[config.mk]
export PLATFORM = sky130hd
export DESIGN_NAME = assc_ctrl
export DESIGN_NICKNAME = d
export VERILOG_FILES = /design/src/rtl/assc_pkg.sv /design/src/rtl/assc_ctrl.sv
export SDC_FILE = /design/constraint.sdc
export NUM_CORES = 1
export LEC_CHECK = 0
export BUFFER_PORTS_ARGS = -buffer_cell sky130_fd_sc_hd__buf_2
export CELL_PAD_IN_SITES_DETAIL_PLACEMENT = 0
export CELL_PAD_IN_SITES_GLOBAL_PLACEMENT = 1
export CORE_AREA = 5 5 103 105
export DETAILED_ROUTE_END_ITERATION = 12
export DIE_AREA = 0 0 108 110
export GPL_ROUTABILITY_DRIVEN = 0
export GPL_TIMING_DRIVEN = 0
export PLACE_DENSITY = 0.75
export RECOVER_POWER = 100
export SLEW_MARGIN = 5
export SYNTH_ARGS = -nofsm -noshare
export SYNTH_HDL_FRONTEND = slang
export SYNTH_SLANG_ARGS = --single-unit
[constraint.sdc]
create_clock -name ref_clk_i -period 2.7 [get_ports ref_clk_i]
set_clock_uncertainty 0.2 [all_clocks]
set_input_delay 0.54 -clock ref_clk_i [delete_from_list [all_inputs] [get_ports ref_clk_i]]
set_output_delay 0.54 -clock ref_clk_i [all_outputs]
set_load 0.02 [all_outputs]
[src/rtl/assc_pkg.sv]
// Purpose: Shared constants for the converter sensor-support control block.
// Assumes: Eight-bit registers reached through a simple write/read port.
// Notes: Offsets are register addresses of the serial register map.
package assc_pkg;
    // Register offsets.
    localparam logic [7:0] ADDR_STATUS = 8'h01;
    localparam logic [7:0] ADDR_GAIN = 8'h03;
    localparam logic [7:0] ADDR_RATE = 8'h04;
    localparam logic [7:0] ADDR_EXC_MAG = 8'h06;
    localparam logic [7:0] ADDR_EXC_ROUTE = 8'h07;
    localparam logic [7:0] ADDR_BIAS_SEL = 8'h08;
    localparam logic [7:0] ADDR_SYS_CTRL = 8'h09;
    // Status byte bit positions.
    localparam int POS_POR = 7;
    localparam int POS_RDY = 6;
    localparam int POS_REFLOW = 0;
    // Reset values.
    localparam logic [7:0] RST_GAIN = 8'h00;
    localparam logic [7:0] RST_RATE = 8'h14;
    localparam logic [7:0] RST_EXC_MAG = 8'h00;
    localparam logic [7:0] RST_EXC_ROUTE = 8'hFF;
    localparam logic [7:0] RST_BIAS_SEL = 8'h00;
    localparam logic [7:0] RST_SYS_CTRL = 8'h10;
    // Data-rate code at and below which line rejection is available (60 SPS).
    localparam logic [3:0] RATE_LINE_REJ_MAX = 4'h6;
    // Start command is taken on this serial clock falling edge.
    localparam logic [2:0] START_SCLK_EDGE = 3'd7;
    // Startup delay in clock cycles before the ready flag is raised.
    localparam int STARTUP_CYCLES = 16;
    // Monitor selector codes.
    localparam logic [2:0] MON_OFF = 3'b000;
    localparam logic [2:0] MON_MID = 3'b001;
    localparam logic [2:0] MON_TEMP = 3'b010;
    localparam logic [2:0] MON_AVDD = 3'b011;
    localparam logic [2:0] MON_DVDD = 3'b100;
    localparam logic [2:0] MON_BO_0P2 = 3'b101;
    localparam logic [2:0] MON_BO_1 = 3'b110;
    localparam logic [2:0] MON_BO_10 = 3'b111;
endpackage

[src/rtl/assc_ctrl.sv]
// Purpose: Sensor-support control of a delta-sigma converter.
// Assumes: Register writes and reads arrive already decoded from the serial port.
// Notes: All outputs are registered; analog switches are driven as enables.
//
// Summary of operation
// RL1 - Start conversion on trigger edge or seventh clock
// RL2 - Line rejection only at 60 SPS or slower
// RL3 - Magnitude field at 06h sets both sources
// RL4 - Each source routed by own field at 07h
// RL5 - Both sources may share one pin
// RL6 - Host enables reference before using sources
// RL7 - Bias pin select bits at 08h
// RL8 - Host waits for bias settling before converting
// RL9 - Selector at 09h, code 010 temperature
// RL10 - Temperature: inputs disconnected, normal gain kept
// RL11 - Host keeps gain at most 4 for temperature
// RL12 - Codes 011 and 100 select supply readings
// RL13 - Supply monitor disconnects inputs, forces unity gain
// RL14 - Supply monitor honours amplifier enable field
// RL15 - Codes 101,110,111 enable burnout currents
// RL16 - Burnout sources positive, sinks negative input
// RL17 - Host uses burnout only for fault checks
// RL18 - Status byte at 01h holds three flags
// RL19 - Power-on flag bit 7 set at reset
// RL20 - Power-on flag cleared by writing zero
// RL21 - Bit 6 shows startup complete
// RL22 - Bit 0 shows reference below threshold
// RL23 - Reference fault latched, updated at ready fall
// RL24 - Code 000 leaves monitors off
`timescale 1ns/1ps
module assc_ctrl #(
    parameter int STARTUP = assc_pkg::STARTUP_CYCLES
) (
    // Clock and reset.
    input wire logic ref_clk_i,
    input wire logic rst_i,
    // Register port.
    input wire logic reg_wr_i,
    input wire logic [7:0] reg_addr_i,
    input wire logic [7:0] reg_wdata_i,
    output logic [7:0] reg_rdata_o,
    // Conversion triggers.
    input wire logic start_pin_i,
    input wire logic start_cmd_i,
    input wire logic sclk_fall_i,
    input wire logic conv_done_i,
    input wire logic ref_low_i,
    // Converter controls.
    output logic conv_start_o,
    output logic line_rej_o,
    output logic [3:0] current_magnitude_field_o,
    output logic [3:0] first_current_route_o,
    output logic [3:0] second_current_route_o,
    output logic [6:0] bias_pin_select_o,
    output logic inputs_connect_o,
    output logic temp_sel_o,
    output logic analog_supply_sel_o,
    output logic digital_supply_sel_o,
    output logic [2:0] eff_gain_o,
    output logic [1:0] amp_enable_o,
    output logic [1:0] burnout_level_o,
    output logic burnout_en_o,
    output logic data_ready_n_o
);
    logic [7:0] gain_r;
    logic [7:0] rate_r;
    logic [7:0] mag_r;
    logic [7:0] route_r;
    logic [7:0] bias_r;
    logic [7:0] sys_r;
    logic por_r;
    logic rdy_r;
    logic reflow_r;
    logic ref_fault_r;
    logic start_d_r;
    logic [2:0] sclk_cnt_r;
    logic [$clog2(STARTUP+1)-1:0] boot_r;
    logic [2:0] mon;
    logic wr_stat;

    assign mon = sys_r[7:5];
    assign wr_stat = reg_wr_i && reg_addr_i == assc_pkg::ADDR_STATUS;

    // Configuration registers written by the host.
    always_ff @(posedge ref_clk_i)
    begin
        if (rst_i)
        begin
            gain_r <= assc_pkg::RST_GAIN;
            rate_r <= assc_pkg::RST_RATE;
            mag_r <= assc_pkg::RST_EXC_MAG;
            route_r <= assc_pkg::RST_EXC_ROUTE;
            bias_r <= assc_pkg::RST_BIAS_SEL;
            sys_r <= assc_pkg::RST_SYS_CTRL;
        end
        else if (reg_wr_i)
        begin
            case (reg_addr_i)
                assc_pkg::ADDR_GAIN: gain_r <= reg_wdata_i;
                assc_pkg::ADDR_RATE: rate_r <= reg_wdata_i;
                assc_pkg::ADDR_EXC_MAG: mag_r <= reg_wdata_i; // [RL3]
                assc_pkg::ADDR_EXC_ROUTE: route_r <= reg_wdata_i; // [RL4]
                assc_pkg::ADDR_BIAS_SEL: bias_r <= reg_wdata_i; // [RL7]
                assc_pkg::ADDR_SYS_CTRL: sys_r <= reg_wdata_i; // [RL9]
                default: ;
            endcase
        end
    end

    // Power-on flag: set by reset, cleared only by writing zero to it.
    always_ff @(posedge ref_clk_i)
    begin
        if (rst_i)
            por_r <= 1'b1; // [RL19]
        else if (wr_stat && !reg_wdata_i[assc_pkg::POS_POR])
            por_r <= 1'b0; // [RL20]
    end

    // Startup counter raises the ready flag once reset work is done.
    always_ff @(posedge ref_clk_i)
    begin
        if (rst_i)
        begin
            boot_r <= '0;
            rdy_r <= 1'b0;
        end
        else if (boot_r != STARTUP[$bits(boot_r)-1:0])
            boot_r <= boot_r + 1'b1;
        else
            rdy_r <= 1'b1; // [RL21]
    end

    // Reference fault is latched during the cycle, published as ready falls.
    always_ff @(posedge ref_clk_i)
    begin
        if (rst_i)
        begin
            ref_fault_r <= 1'b0;
            reflow_r <= 1'b0;
            data_ready_n_o <= 1'b1;
        end
        else
        begin
            if (conv_done_i)
            begin
                reflow_r <= ref_fault_r | ref_low_i; // [RL22] [RL23]
                ref_fault_r <= 1'b0;
                data_ready_n_o <= 1'b0;
            end
            else
            begin
                ref_fault_r <= ref_fault_r | ref_low_i; // [RL23]
                if (conv_start_o)
                    data_ready_n_o <= 1'b1;
            end
        end
    end

    // Start detection: trigger pin rising edge or seventh clock of command.
    always_ff @(posedge ref_clk_i)
    begin
        if (rst_i)
        begin
            start_d_r <= 1'b0;
            sclk_cnt_r <= '0;
            conv_start_o <= 1'b0;
        end
        else
        begin
            start_d_r <= start_pin_i;
            if (!start_cmd_i)
                sclk_cnt_r <= '0;
            else if (sclk_fall_i && sclk_cnt_r != assc_pkg::START_SCLK_EDGE)
                sclk_cnt_r <= sclk_cnt_r + 3'd1;
            conv_start_o <= (start_pin_i && !start_d_r) // [RL1]
                || (start_cmd_i && sclk_fall_i
                && sclk_cnt_r == assc_pkg::START_SCLK_EDGE - 3'd1);
        end
    end

    // Decoded analog controls follow the register contents.
    always_ff @(posedge ref_clk_i)
    begin
        if (rst_i)
        begin
            line_rej_o <= 1'b0;
            current_magnitude_field_o <= '0;
            first_current_route_o <= '1;
            second_current_route_o <= '1;
            bias_pin_select_o <= '0;
            inputs_connect_o <= 1'b1;
            temp_sel_o <= 1'b0;
            analog_supply_sel_o <= 1'b0;
            digital_supply_sel_o <= 1'b0;
            eff_gain_o <= '0;
            amp_enable_o <= '0;
            burnout_level_o <= '0;
            burnout_en_o <= 1'b0;
        end
        else
        begin
            line_rej_o <= rate_r[3:0] <= assc_pkg::RATE_LINE_REJ_MAX; // [RL2]
            current_magnitude_field_o <= mag_r[3:0]; // [RL3]
            // Both routes are independent; equal codes stack on one pin.
            first_current_route_o <= route_r[3:0]; // [RL4] [RL5]
            second_current_route_o <= route_r[7:4]; // [RL4] [RL5]
            bias_pin_select_o <= bias_r[6:0]; // [RL7]
            temp_sel_o <= mon == assc_pkg::MON_TEMP; // [RL9]
            analog_supply_sel_o <= mon == assc_pkg::MON_AVDD; // [RL12]
            digital_supply_sel_o <= mon == assc_pkg::MON_DVDD; // [RL12]
            inputs_connect_o <= !(mon == assc_pkg::MON_TEMP || mon == assc_pkg::MON_AVDD
                || mon == assc_pkg::MON_DVDD); // [RL10] [RL13] [RL24]
            if (mon == assc_pkg::MON_AVDD || mon == assc_pkg::MON_DVDD)
                eff_gain_o <= 3'd0; // [RL13]
            else
                eff_gain_o <= gain_r[2:0]; // [RL10]
            amp_enable_o <= gain_r[6:5]; // [RL14]
            burnout_en_o <= mon >= assc_pkg::MON_BO_0P2; // [RL15] [RL16]
            burnout_level_o <= mon >= assc_pkg::MON_BO_0P2 ? mon[1:0] : 2'd0; // [RL15]
        end
    end

    // Read-back multiplexer.
    always_ff @(posedge ref_clk_i)
    begin
        if (rst_i)
            reg_rdata_o <= '0;
        else
        begin
            case (reg_addr_i)
                assc_pkg::ADDR_STATUS: reg_rdata_o <= {por_r, rdy_r, 5'd0, reflow_r}; // [RL18]
                assc_pkg::ADDR_GAIN: reg_rdata_o <= gain_r;
                assc_pkg::ADDR_RATE: reg_rdata_o <= rate_r;
                assc_pkg::ADDR_EXC_MAG: reg_rdata_o <= mag_r;
                assc_pkg::ADDR_EXC_ROUTE: reg_rdata_o <= route_r;
                assc_pkg::ADDR_BIAS_SEL: reg_rdata_o <= bias_r;
                assc_pkg::ADDR_SYS_CTRL: reg_rdata_o <= sys_r;
                default: reg_rdata_o <= 8'h00;
            endcase
        end
    end

    // Checks.
    a_por_set: assert property (@(posedge ref_clk_i) $fell(rst_i) |-> por_r) // [RL19]
        else $error("power-on flag not set after reset");
    a_por_clear: assert property (@(posedge ref_clk_i) disable iff (rst_i)
        $fell(por_r) |-> $past(wr_stat) && !$past(reg_wdata_i[7])) // [RL20]
        else $error("power-on flag cleared without write");
    a_supply_gain: assert property (@(posedge ref_clk_i) disable iff (rst_i)
        (mon == assc_pkg::MON_AVDD) |=> eff_gain_o == 3'd0 && !inputs_connect_o) // [RL13]
        else $error("supply monitor gain not forced");
    a_temp_conn: assert property (@(posedge ref_clk_i) disable iff (rst_i)
        (mon == assc_pkg::MON_TEMP) |=> !inputs_connect_o && eff_gain_o == $past(gain_r[2:0])) // [RL10]
        else $error("temperature path wrong");
    a_off_conn: assert property (@(posedge ref_clk_i) disable iff (rst_i)
        (mon == assc_pkg::MON_OFF) |=> inputs_connect_o && !burnout_en_o) // [RL24]
        else $error("monitor off not clean");
    a_start_pin: assert property (@(posedge ref_clk_i) disable iff (rst_i)
        $rose(start_pin_i) |=> conv_start_o) // [RL1]
        else $error("start edge missed");
    a_line_rej: assert property (@(posedge ref_clk_i) disable iff (rst_i)
        (rate_r[3:0] > 4'h6) |=> !line_rej_o) // [RL2]
        else $error("line rejection above limit");
    a_burnout_on: assert property (@(posedge ref_clk_i) disable iff (rst_i)
        (mon == assc_pkg::MON_BO_10) |=> burnout_en_o && burnout_level_o == 2'd3) // [RL15]
        else $error("burnout level wrong");
    a_rdy_start: assert property (@(posedge ref_clk_i) $fell(rst_i) |-> !rdy_r) // [RL21]
        else $error("ready during reset");
    a_route_pair: assert property (@(posedge ref_clk_i) disable iff (rst_i)
        1'b1 |=> first_current_route_o == $past(route_r[3:0])) // [RL4]
        else $error("route mismatch");

    // A command start needs its seventh serial fall, and no start appears without a cause.
    a_cmd_start: assert property (@(posedge ref_clk_i) disable iff (rst_i) // [RL1]
        (start_cmd_i && sclk_fall_i && sclk_cnt_r == assc_pkg::START_SCLK_EDGE - 3'd1)
        |=> conv_start_o)
        else $error("command start missed");
    a_start_cause: assert property (@(posedge ref_clk_i) disable iff (rst_i) // [RL1]
        conv_start_o |-> $past(start_pin_i && !start_d_r)
        || $past(start_cmd_i && sclk_fall_i))
        else $error("start without a cause");
    a_line_rej_on: assert property (@(posedge ref_clk_i) disable iff (rst_i) // [RL2]
        (rate_r[3:0] <= assc_pkg::RATE_LINE_REJ_MAX) |=> line_rej_o)
        else $error("line rejection missing at low rate");

    // Excitation and bias fields reach their outputs one cycle after the register.
    a_mag_follow: assert property (@(posedge ref_clk_i) disable iff (rst_i) // [RL3]
        1'b1 |=> current_magnitude_field_o == $past(mag_r[3:0]))
        else $error("magnitude mismatch");
    a_route_second: assert property (@(posedge ref_clk_i) disable iff (rst_i) // [RL4]
        1'b1 |=> second_current_route_o == $past(route_r[7:4]))
        else $error("second route mismatch");
    a_route_shared: assert property (@(posedge ref_clk_i) disable iff (rst_i) // [RL5]
        (route_r[3:0] == route_r[7:4]) |=> first_current_route_o == second_current_route_o)
        else $error("shared route split");
    a_bias_follow: assert property (@(posedge ref_clk_i) disable iff (rst_i) // [RL7]
        1'b1 |=> bias_pin_select_o == $past(bias_r[6:0]))
        else $error("bias select mismatch");

    // Selector codes drive their own monitor paths; exclusivity is checked for the temperature code, and against temperature for the AVDD code.
    a_temp_sel: assert property (@(posedge ref_clk_i) disable iff (rst_i) // [RL9]
        (mon == assc_pkg::MON_TEMP) |=> temp_sel_o && !analog_supply_sel_o
        && !digital_supply_sel_o)
        else $error("temperature select wrong");
    a_avdd_sel: assert property (@(posedge ref_clk_i) disable iff (rst_i) // [RL12]
        (mon == assc_pkg::MON_AVDD) |=> analog_supply_sel_o && !temp_sel_o)
        else $error("analog supply select wrong");
    a_dvdd_gain: assert property (@(posedge ref_clk_i) disable iff (rst_i) // [RL12] [RL13]
        (mon == assc_pkg::MON_DVDD) |=> digital_supply_sel_o && eff_gain_o == 3'd0
        && !inputs_connect_o)
        else $error("digital supply path wrong");
    a_amp_follow: assert property (@(posedge ref_clk_i) disable iff (rst_i) // [RL14]
        1'b1 |=> amp_enable_o == $past(gain_r[6:5]))
        else $error("amplifier enable mismatch");
    a_burnout_off: assert property (@(posedge ref_clk_i) disable iff (rst_i) // [RL15]
        (mon < assc_pkg::MON_BO_0P2) |=> !burnout_en_o && burnout_level_o == 2'd0)
        else $error("burnout on without request");
    a_burnout_low: assert property (@(posedge ref_clk_i) disable iff (rst_i) // [RL15] [RL16]
        (mon == assc_pkg::MON_BO_0P2) |=> burnout_en_o && burnout_level_o == 2'd1)
        else $error("lowest burnout level wrong");
    a_off_plain: assert property (@(posedge ref_clk_i) disable iff (rst_i) // [RL24]
        (mon == assc_pkg::MON_OFF) |=> !temp_sel_o && !analog_supply_sel_o
        && !digital_supply_sel_o)
        else $error("monitor off still selects");

    // Status flags keep their meaning between resets.
    a_por_keep: assert property (@(posedge ref_clk_i) disable iff (rst_i) // [RL20]
        !por_r |=> !por_r)
        else $error("power-on flag set by write");
    a_rdy_hold: assert property (@(posedge ref_clk_i) disable iff (rst_i) // [RL21]
        rdy_r |=> rdy_r)
        else $error("ready flag dropped");
    a_status_read: assert property (@(posedge ref_clk_i) disable iff (rst_i) // [RL18]
        (reg_addr_i == assc_pkg::ADDR_STATUS) |=> reg_rdata_o
        == {$past(por_r), $past(rdy_r), 5'd0, $past(reflow_r)})
        else $error("status byte read wrong");
    a_reflow_upd: assert property (@(posedge ref_clk_i) disable iff (rst_i) // [RL22] [RL23]
        conv_done_i |=> reflow_r == $past(ref_fault_r | ref_low_i) && !data_ready_n_o)
        else $error("reference flag not updated");
    a_reflow_hold: assert property (@(posedge ref_clk_i) disable iff (rst_i) // [RL23]
        !conv_done_i |=> $stable(reflow_r))
        else $error("reference flag moved between conversions");

    c_temp: cover property (@(posedge ref_clk_i) temp_sel_o);
    c_por_clr: cover property (@(posedge ref_clk_i) $fell(por_r));
    c_cmd_start: cover property (@(posedge ref_clk_i) start_cmd_i && conv_start_o);
    c_supply: cover property (@(posedge ref_clk_i) analog_supply_sel_o || digital_supply_sel_o);
    c_ref_low: cover property (@(posedge ref_clk_i) reflow_r && !data_ready_n_o);
endmodule

# Yosys cells after proc, flatten, opt, wreduce, memory -nomap -nowiden
# Index checks and enable logic that the tools add are counted.
[word_totals]
reg_bits = 103
latchBits = 0
ramBits = 0
romBits = 0
inputBits = 24
output_inout_bits = 42
elab_cells = 76
memories = 0
[classes]
add_sub_neg = 2
mul = 0
n_div = 0
n_lt_le_gt_ge = 2
eq_ne = 13
shift = 0
n_mux = 3
n_bitwise = 3
reduce_logical = 24
[ops]
columns = ["op", "n"]
rows = [
  ["8-bit one-hot mux with 7 select lines", 1],
  ["8-bit by 3-bit equality test with 1-bit output (second input constant)", 3],
  ["8-bit by 4-bit equality test with 1-bit output (second input constant)", 2],
  ["2-bit AND reduction", 6],
  ["8-bit by 1-bit equality test with 1-bit output (second input constant)", 1],
  ["8-bit by 2-bit equality test with 1-bit output (second input constant)", 1],
  ["2-bit OR reduction", 4],
  ["3-bit by 2-bit equality test with 1-bit output (second input constant)", 2],
  ["3-bit equality test (second input constant)", 2],
  ["1-bit logical AND", 6],
  ["5-bit by 1-bit adder with 5-bit output (second input constant)", 1],
  ["5-bit inequality test (second input constant)", 1],
  ["4-bit by 3-bit <= comparator with 1-bit output (second input constant)", 1],
  ["1-bit logical OR", 4],
  ["3-bit by 1-bit adder with 3-bit output (second input constant)", 1],
  ["3-bit greater-or-equal comparator (second input constant)", 1],
  ["1-bit zero test", 3],
  ["3-bit inequality test (second input constant)", 1],
  ["1-bit two-way mux", 2],
  ["1-bit inverter", 2],
  ["2-bit nonzero test", 1],
  ["1-bit bitwise OR", 1],
]

# Longest topological paths before layout
# Gate-level depths: netlist (run 1).
[logic_depth]
ltp_word = 4
ltp_mapped = 7
mapped_depth_nobuf = 5

# Least setup slack after synthesis (run 1)
# No wires, ideal clock.
[synth_path]
path_kind = "input -> register"
start = "in reg_addr_i[5]"
end = "reg route_r[0]"
setup_ns = 0.120
arrival_ns = 1.795
required_time_ns = 2.380
path_slack_ns = 0.586
stages = 4
n_path_buf = 1
cell_sequence = "nor4_4 nand4_2 clkbuf_1 a211o_1"
[synth_via]
elab_chain_cells = 2
[synth_rtl]
columns = ["element", "line", "text"]
rows = [
  ["start, declared", "assc_ctrl.sv:39", "input wire logic [7:0] reg_addr_i,"],
  ["8-bit by 3-bit equality test with 1-bit output", "assc_ctrl.sv:98", "case (reg_addr_i)"],
  ["2-bit AND reduction (no source line)", "n/a", ""],
  ["end signal, assigned", "assc_ctrl.sv:92", "route_r <= assc_pkg::RST_EXC_ROUTE;"],
  ["end signal, assigned", "assc_ctrl.sv:102", "assc_pkg::ADDR_EXC_ROUTE: route_r <= reg_wdata_i;"],
  ["end, declared", "assc_ctrl.sv:68", "logic [7:0] route_r;"],
]
# Every way passes these cells.
# A chain may end at the register's enable or synchronous reset.

# Worst setup path in the final report (run 1)
[layout_path]
start = "in reg_addr_i[0]"
end = "reg rate_r[2]"
[layout_via]
elab_chain_cells = 2
[layout_rtl]
columns = ["element", "line", "text"]
rows = [
  ["8-bit by 3-bit equality test with 1-bit output", "assc_ctrl.sv:98", ""],
  ["2-bit AND reduction (no source line)", "n/a", ""],
  ["end signal, assigned", "assc_ctrl.sv:90", "rate_r <= assc_pkg::RST_RATE;"],
  ["end signal, assigned", "assc_ctrl.sv:100", "assc_pkg::ADDR_RATE: rate_r <= reg_wdata_i;"],
  ["end, declared", "assc_ctrl.sv:66", "logic [7:0] rate_r;"],
]
# Every way passes these cells.

==> key figures, run 1 <==
Status
  – Status: finished, final reports clean

Critical path
  – Setup crit end kind: flop
  – Worst Setup Path Type: input port to flop
  – Crit path max fanout: 10
  – Most Frequent Cell on Critical Path: clkbuf_1
  – Crit path required time: roughly 2.8 ns
  – Data arrival time of the worst path: 2.48 ns
  – Critical Path Max Stage Delay: 0.57 ns
  – Worst path slowest cell: nand4_1
  – CP Cell Sequence: clkbuf_1, clkbuf_1, nor2_1, nand4_1, a211o_1
  – Crit path buffers/inverters: 2
  – Crit path max-delay family: simple AND/OR/NAND/NOR gates
  – Critical Path Start Type: input port

Place
  – Dpl cell area: about 4500 um2
  – HPWL Detailed: 7.36 mm
  – Cell count after placement: 599
  – I/O Buffers: just over 60
  – Pre-CTS setup slack: 0.0981 ns

Yosys
  – Post-synth top area cell: dfxtp_1
  – Mapped Cells: 404
  – Synth top area cells: dfxtp_1, mux2i_1, nor2_1
  – Syn nets: 433
  – Mapped Area: 4030 um2
  – Synth cell types: 46
  – Sequential element share of the synthesized area: 0.512
  – EDFF count, synth: 0
  – Ys flop type: dfxtp_1
  – Top-area cell type share of the netlist area: 0.512
  – Yosys reg bits: roughly 100
  – Most frequent cells after synthesis: dfxtp_1, nor2_1, mux2i_1
  – Most common cell in the netlist: dfxtp_1
  – Synthesized area per cell: 9.97 um2
  – Synth warn: 0
  – Synth async-reset ratio: 0

Pwr
  – Leakage: approximately 1.9 nW
  – Peak supply drop: 0.000255 V
  – Cell area power density: 586 nW/um2

STA
  – RSZ-0062 raised after global routing: false
  – Final setup viols: 0
  – Rel. slew slack: 0.551
  – Final Hold Vio Count: 0
  – Final WS setup: between 0.2 and 0.3 ns
  – Achievable Freq: approximately 410 MHz
  – Final min period: around 2.4 ns
  – Worst-margin pin slew: 0.671 ns
  – Final hold slack: 0.183 ns
  – Setup TNS Final: 0 ns
  – Fin. max-slew vios: 0
  – Final period utilization: 0.900

Route
  – Post-route ant nets: 0
  – DR WL/cell: ~16 um
  – DRT iter0 DRCs: 166
  – TritonRoute pass-1 iters: 5
  – Residual DRC: 0
  – Post-Route WL: between 10 and 15 mm
  – Vias: 3164
  – Vias/cell: between 5 and 6

Die
  – Initial Util: 0.422
  – Cell Rows: 36
  – Die area: 11900 um2
  – Die width: 108 um
  – Core area: 9550 um2
  – I/O pin count: 66
  – Die height: 110 um

CTS
  – Clk slew on worst S/H paths: about 0.090 ns
  – Cts repair resizes: 0
  – Num CTS Buffers: 9
  – Clock tree sinks: 103
  – H-tree Lvls: 3
  – Skew-Pair Late Insertion Delay: approximately 0.36 ns
  – Post-CTS Setup Bufs: 0
  – Hold_buf cts: 0
  – CTS tree: yes
  – Clock buffer depth: 2
  – Root Driver: clkbuf_8

Finish
  – Final Cell Area: 4640 um2
  – N_diodes: 0
  – Finished Layout Cells: 615
  – Area grow syn2layout: 15.1%
  – Layout Nets: between 500 and 600
  – Share of layout cells above drive strength 1: 0.108

Global route
  – Antenna violations before repair: 0
  – Largest net degree at the start of global routing: 17
  – First-pass GRT wire length: 16.0 mm
  – Overflow after GRT: 0
  – Gr usage total: 0.176
  – Vias in the first global route: 3063

Hold path
  – HP Class: input port to flop

Flow run
  – Total of max-cap violations: 0
-- worst reg2reg max path: stages, from the launching register on --
cell and delay, ns:
dfxtp_1 0.34, inv_1 0.09, ha_1 0.15, nor4bb_1 0.27
clkbuf_1 0.28, mux2i_1 0.23, nor2_1 0.05
-- where the power goes --
group / switching (W) / internal (W)
registers: 0.00000883 / 0.00153
clock network: 0.000507 / 0.000506
logic: 0.000112 / 0.0000527
-- final timing paths --
| kind | startpoint | to | slack [ns] | depth (start not counted) |
|---|---|---|---|---|
| setup / recovery | reg_addr_i[0] | rate_r[2]$_SDFFE_PP1P_ | 0.27 | 5 |
| hold / removal | conv_done_i | ref_fault_r$_SDFF_PP0_ | 0.18 | 2 |
| setup reg to reg | boot_r[0]$_SDFFE_PP0P_ | boot_r[1]$_SDFFE_PP0P_ | 0.97 | 6 |
| hold reg to reg | por_r$_SDFFE_PP1P_ | por_r$_SDFFE_PP1P_ | 0.27 | 1 |
-- cells by family after synthesis --
kind of cell	synth area share
xor+xnor	0.0109
buf+inv	0.0336
fa+ha+maj	0.0155
compound gates	0.109
flops	0.512
mux	0.0985
simple gates	0.220
-- cells in the final DEF, fill, tap and decap left out, types with 4 or more instances in the layout --
cell type	Yosys	routed
nor2b_1	23	23
ha_1	5	5
clkbuf_1	19	65
a21oi_1	15	15
nand2_1	12	12
inv_1	11	11
nor3_1	4	4
nand3_1	11	11
buf_2	3	20
a211oi_1	5	5
mux2i_1	34	34
clkbuf_8	0	12
nor4bb_1	4	4
a211o_1	11	11
or2_2	9	9
dfxtp_1	103	103
a21o_1	4	4
mux2_2	5	5
nor2_1	58	58
nand4_1	5	9
a22oi_1	9	9
-- registers in the layout, indices dropped and copies added, names as in the netlist, 2 cells and up --
name                       count
amp_enable_o                   2
bias_r                         8
rate_r                         8
eff_gain_o                     3
mag_r                          8
bias_pin_select_o              7
reg_rdata_o                    8
gain_r                         8
boot_r                         5
sclk_cnt_r                     3
second_current_route_o         4
burnout_level_o                2
sys_r                          8
current_magnitude_field_o      4
route_r                        8
first_current_route_o          4
-- cell type report --
type                       count  area, um2
clock inverter                 4       52.6
clock buffer                  12        165
timing repair buffer          62        255
buffer                        24       92.6
inverter                      11       41.3
tap                          133        166
multi-input combinational    266       1800
sequential                   103       2060
fill                         976       4910
-- stage by stage --
step / util / total power [W]
floorplan: - / 0.00167
global placement: 0.472 / 0.00174
detailed placement: 0.472 / 0.00174
CTS: 0.494 / 0.00274
global route: 0.485 / 0.00284
finish: 0.485 / 0.00272
-- metal layers --
metal	GRT usage	share of wire	vias up
met5	0	0	-
met4	0.0550	0.012	0
met3	0.0355	0.054	10
met2	0.281	0.46	77
met1	0.240	0.48	1516
li1	-	-	1561
Note: power is estimated with default switching activity, not from simulation.
==> inputs of run 2 (changes only) <==
CORE_AREA = 2 2 100 102   (was 5 5 103 105)
DIE_AREA = 0 0 102 104   (was 0 0 108 110)
GPL_TIMING_DRIVEN = not set   (was 0)
HOLD_SLACK_MARGIN = 0.05   (was not set)
==> run 2 against run 1 <==
Die area down 11%. Count of clock-buffer cells in the layout down 1. Sequential power about the same. Cell count down 2.1%.
==> key figures, run 2 (synthesis gave the netlist of run 1 again) <==
Global route
  – First-pass GRT wire length: 14.8 mm
  – Largest net degree at the start of global routing: ~40
  – Overflow after GRT: 0
  – Vias in the first global route: 2844
  – Antenna violations before repair: 0
  – Gr usage total: 0.178

STA
  – RSZ-0062 raised after global routing: false
  – Fin. max-slew vios: 0
  – Final min period: 2.27 ns
  – Final period utilization: 0.841
  – Setup TNS Final: 0 ns
  – Rel. slew slack: 0.501
  – Achievable Freq: 440 MHz
  – Final Hold Vio Count: 0
  – Final setup viols: 0
  – Worst-margin pin slew: between 0.7 and 0.8 ns
  – Final hold slack: 0.168 ns

Finish
  – Share of layout cells above drive strength 1: 0.128
  – Layout Nets: approximately 490
  – Area grow syn2layout: 14.7%
  – Multi-input gate area: 1800 um2
  – Most common cell after layout, fill and taps aside: dfxtp_1
  – Sequential cell area: 2060 um2
  – Fillers: approximately 980
  – N_diodes: 0
  – Commonest non-fill, non-tap cells in the layout: dfxtp_1, nor2_1, clkbuf_1

Die
  – I/O pin count: 66
  – Initial Util: 0.422
  – Core area: 9550 um2
  – Die width: 102 um
  – Cell Rows: 36
  – Die height: 104 um
  – Die area: approximately 11000 um2

Critical path
  – Setup crit end kind: flop
  – Critical Path Start Type: input port
  – Data arrival time of the worst path: 2.33 ns
  – Reg2Reg Depth: 5
  – Worst Setup Path Type: input port to flop
  – Crit path required time: between 2 and 3 ns
  – Crit path max fanout: 22

Place
  – HPWL Detailed: 6.45 mm
  – I/O Buffers: 65

CTS
  – Clk slew on worst S/H paths: 0.09 ns
  – Root Driver: clkbuf_8
  – Skew-Pair Late Insertion Delay: 0.37 ns
  – Cts repair resizes: 0
  – Num CTS Buffers: 9
  – Clock tree sinks: a little over 100
  – Hold_buf cts: 0
  – Clock buffer depth: 2
  – Post-CTS Setup Bufs: 0
  – CTS tree: yes
  – H-tree Lvls: 3

Pwr
  – Tot Pwr: 0.00275 W
  – Leakage: 1.92 nW
  – Peak supply drop: 0.000283 V
  – Cell area power density: around 600 nW/um2

Route
  – DR WL/cell: 15.2 um
  – Post-Route WL: 9.12 mm
  – TritonRoute pass-1 iters: 4
  – Post-route ant nets: 0
  – Residual DRC: 0
  – Vias: 3084
  – Vias/cell: 5.12
  – DRT iter0 DRCs: 183

Hold path
  – HP Class: input port to flop
  – Worst hold path depth: 2

Status
  – Status: finished, final reports clean

Flow run
  – Total of max-cap violations: 0
## run 2: cell types whose count changed in the layout (fill, tap and decap cells not counted), sizes merged
cell      previous run  this run
bufinv               1         2
clkinv               3         2
buf                 21        26
clkinvlp             0         1
clkbuf              77        58
## run 2: area by class of cell
type | count | share of cell area
flip-flops and latches | 103 | 0.446
well taps | 133 | 0.0360
inverters | 11 | 0.00894
multi-input cells | 266 | 0.390
repair buffers | 73 | 0.0704
clock inverters | 5 | 0.0176
clock buffers | 11 | 0.0306
## run 2: routing by layer
layer | vias up | GRT usage | part of all wire
met1 | 1445 | 0.266 | 0.48
met5 | - | 0 | 0
met4 | 0 | 0.0648 | 0.016
met3 | 11 | 0.0423 | 0.061
met2 | 87 | 0.249 | 0.44
li1 | 1541 | - | -
## run 2: worst paths after layout
| check | slack (ns) | startpoint | to |
|---|---|---|---|
| worst max-delay path | 0.43 | reg_addr_i[0] | rate_r[4]$_SDFFE_PP1P_ |
| worst min register to register | 0.26 | gain_r[4]$_SDFFE_PP0P_ | gain_r[4]$_SDFFE_PP0P_ |
| worst max register to register | 1.10 | sclk_cnt_r[0]$_SDFFE_PP0P_ | sclk_cnt_r[2]$_SDFFE_PP0P_ |
| worst min-delay path | 0.17 | conv_done_i | ref_fault_r$_SDFF_PP0_ |
## run 2: power breakdown
| group | internal [W] | switching [W] |
|---|---|---|
| logic | 0.0000528 | 0.000102 |
| registers | 0.00153 | 0.00000855 |
| clock network | 0.000548 | 0.000508 |
| total | 0.00213 | 0.000619 |
## run 2: stage by stage
stage	setup slack, ns	std cells	util	instance area (um2)
detailed placement	0.250	586	0.470	4480
floorplan	0.586	404	-	4030
finish	0.430	602	0.484	4620
global placement	0.248	586	0.470	4480
CTS	0.642	602	0.493	4710
global route	0.328	602	0.484	4620
## run 2: critical path: stages
cell and delay (ns):
clkbuf_2 0.29, nor2_1 0.34, buf_4 0.20, nand4_1 0.50, a211o_1 0.46
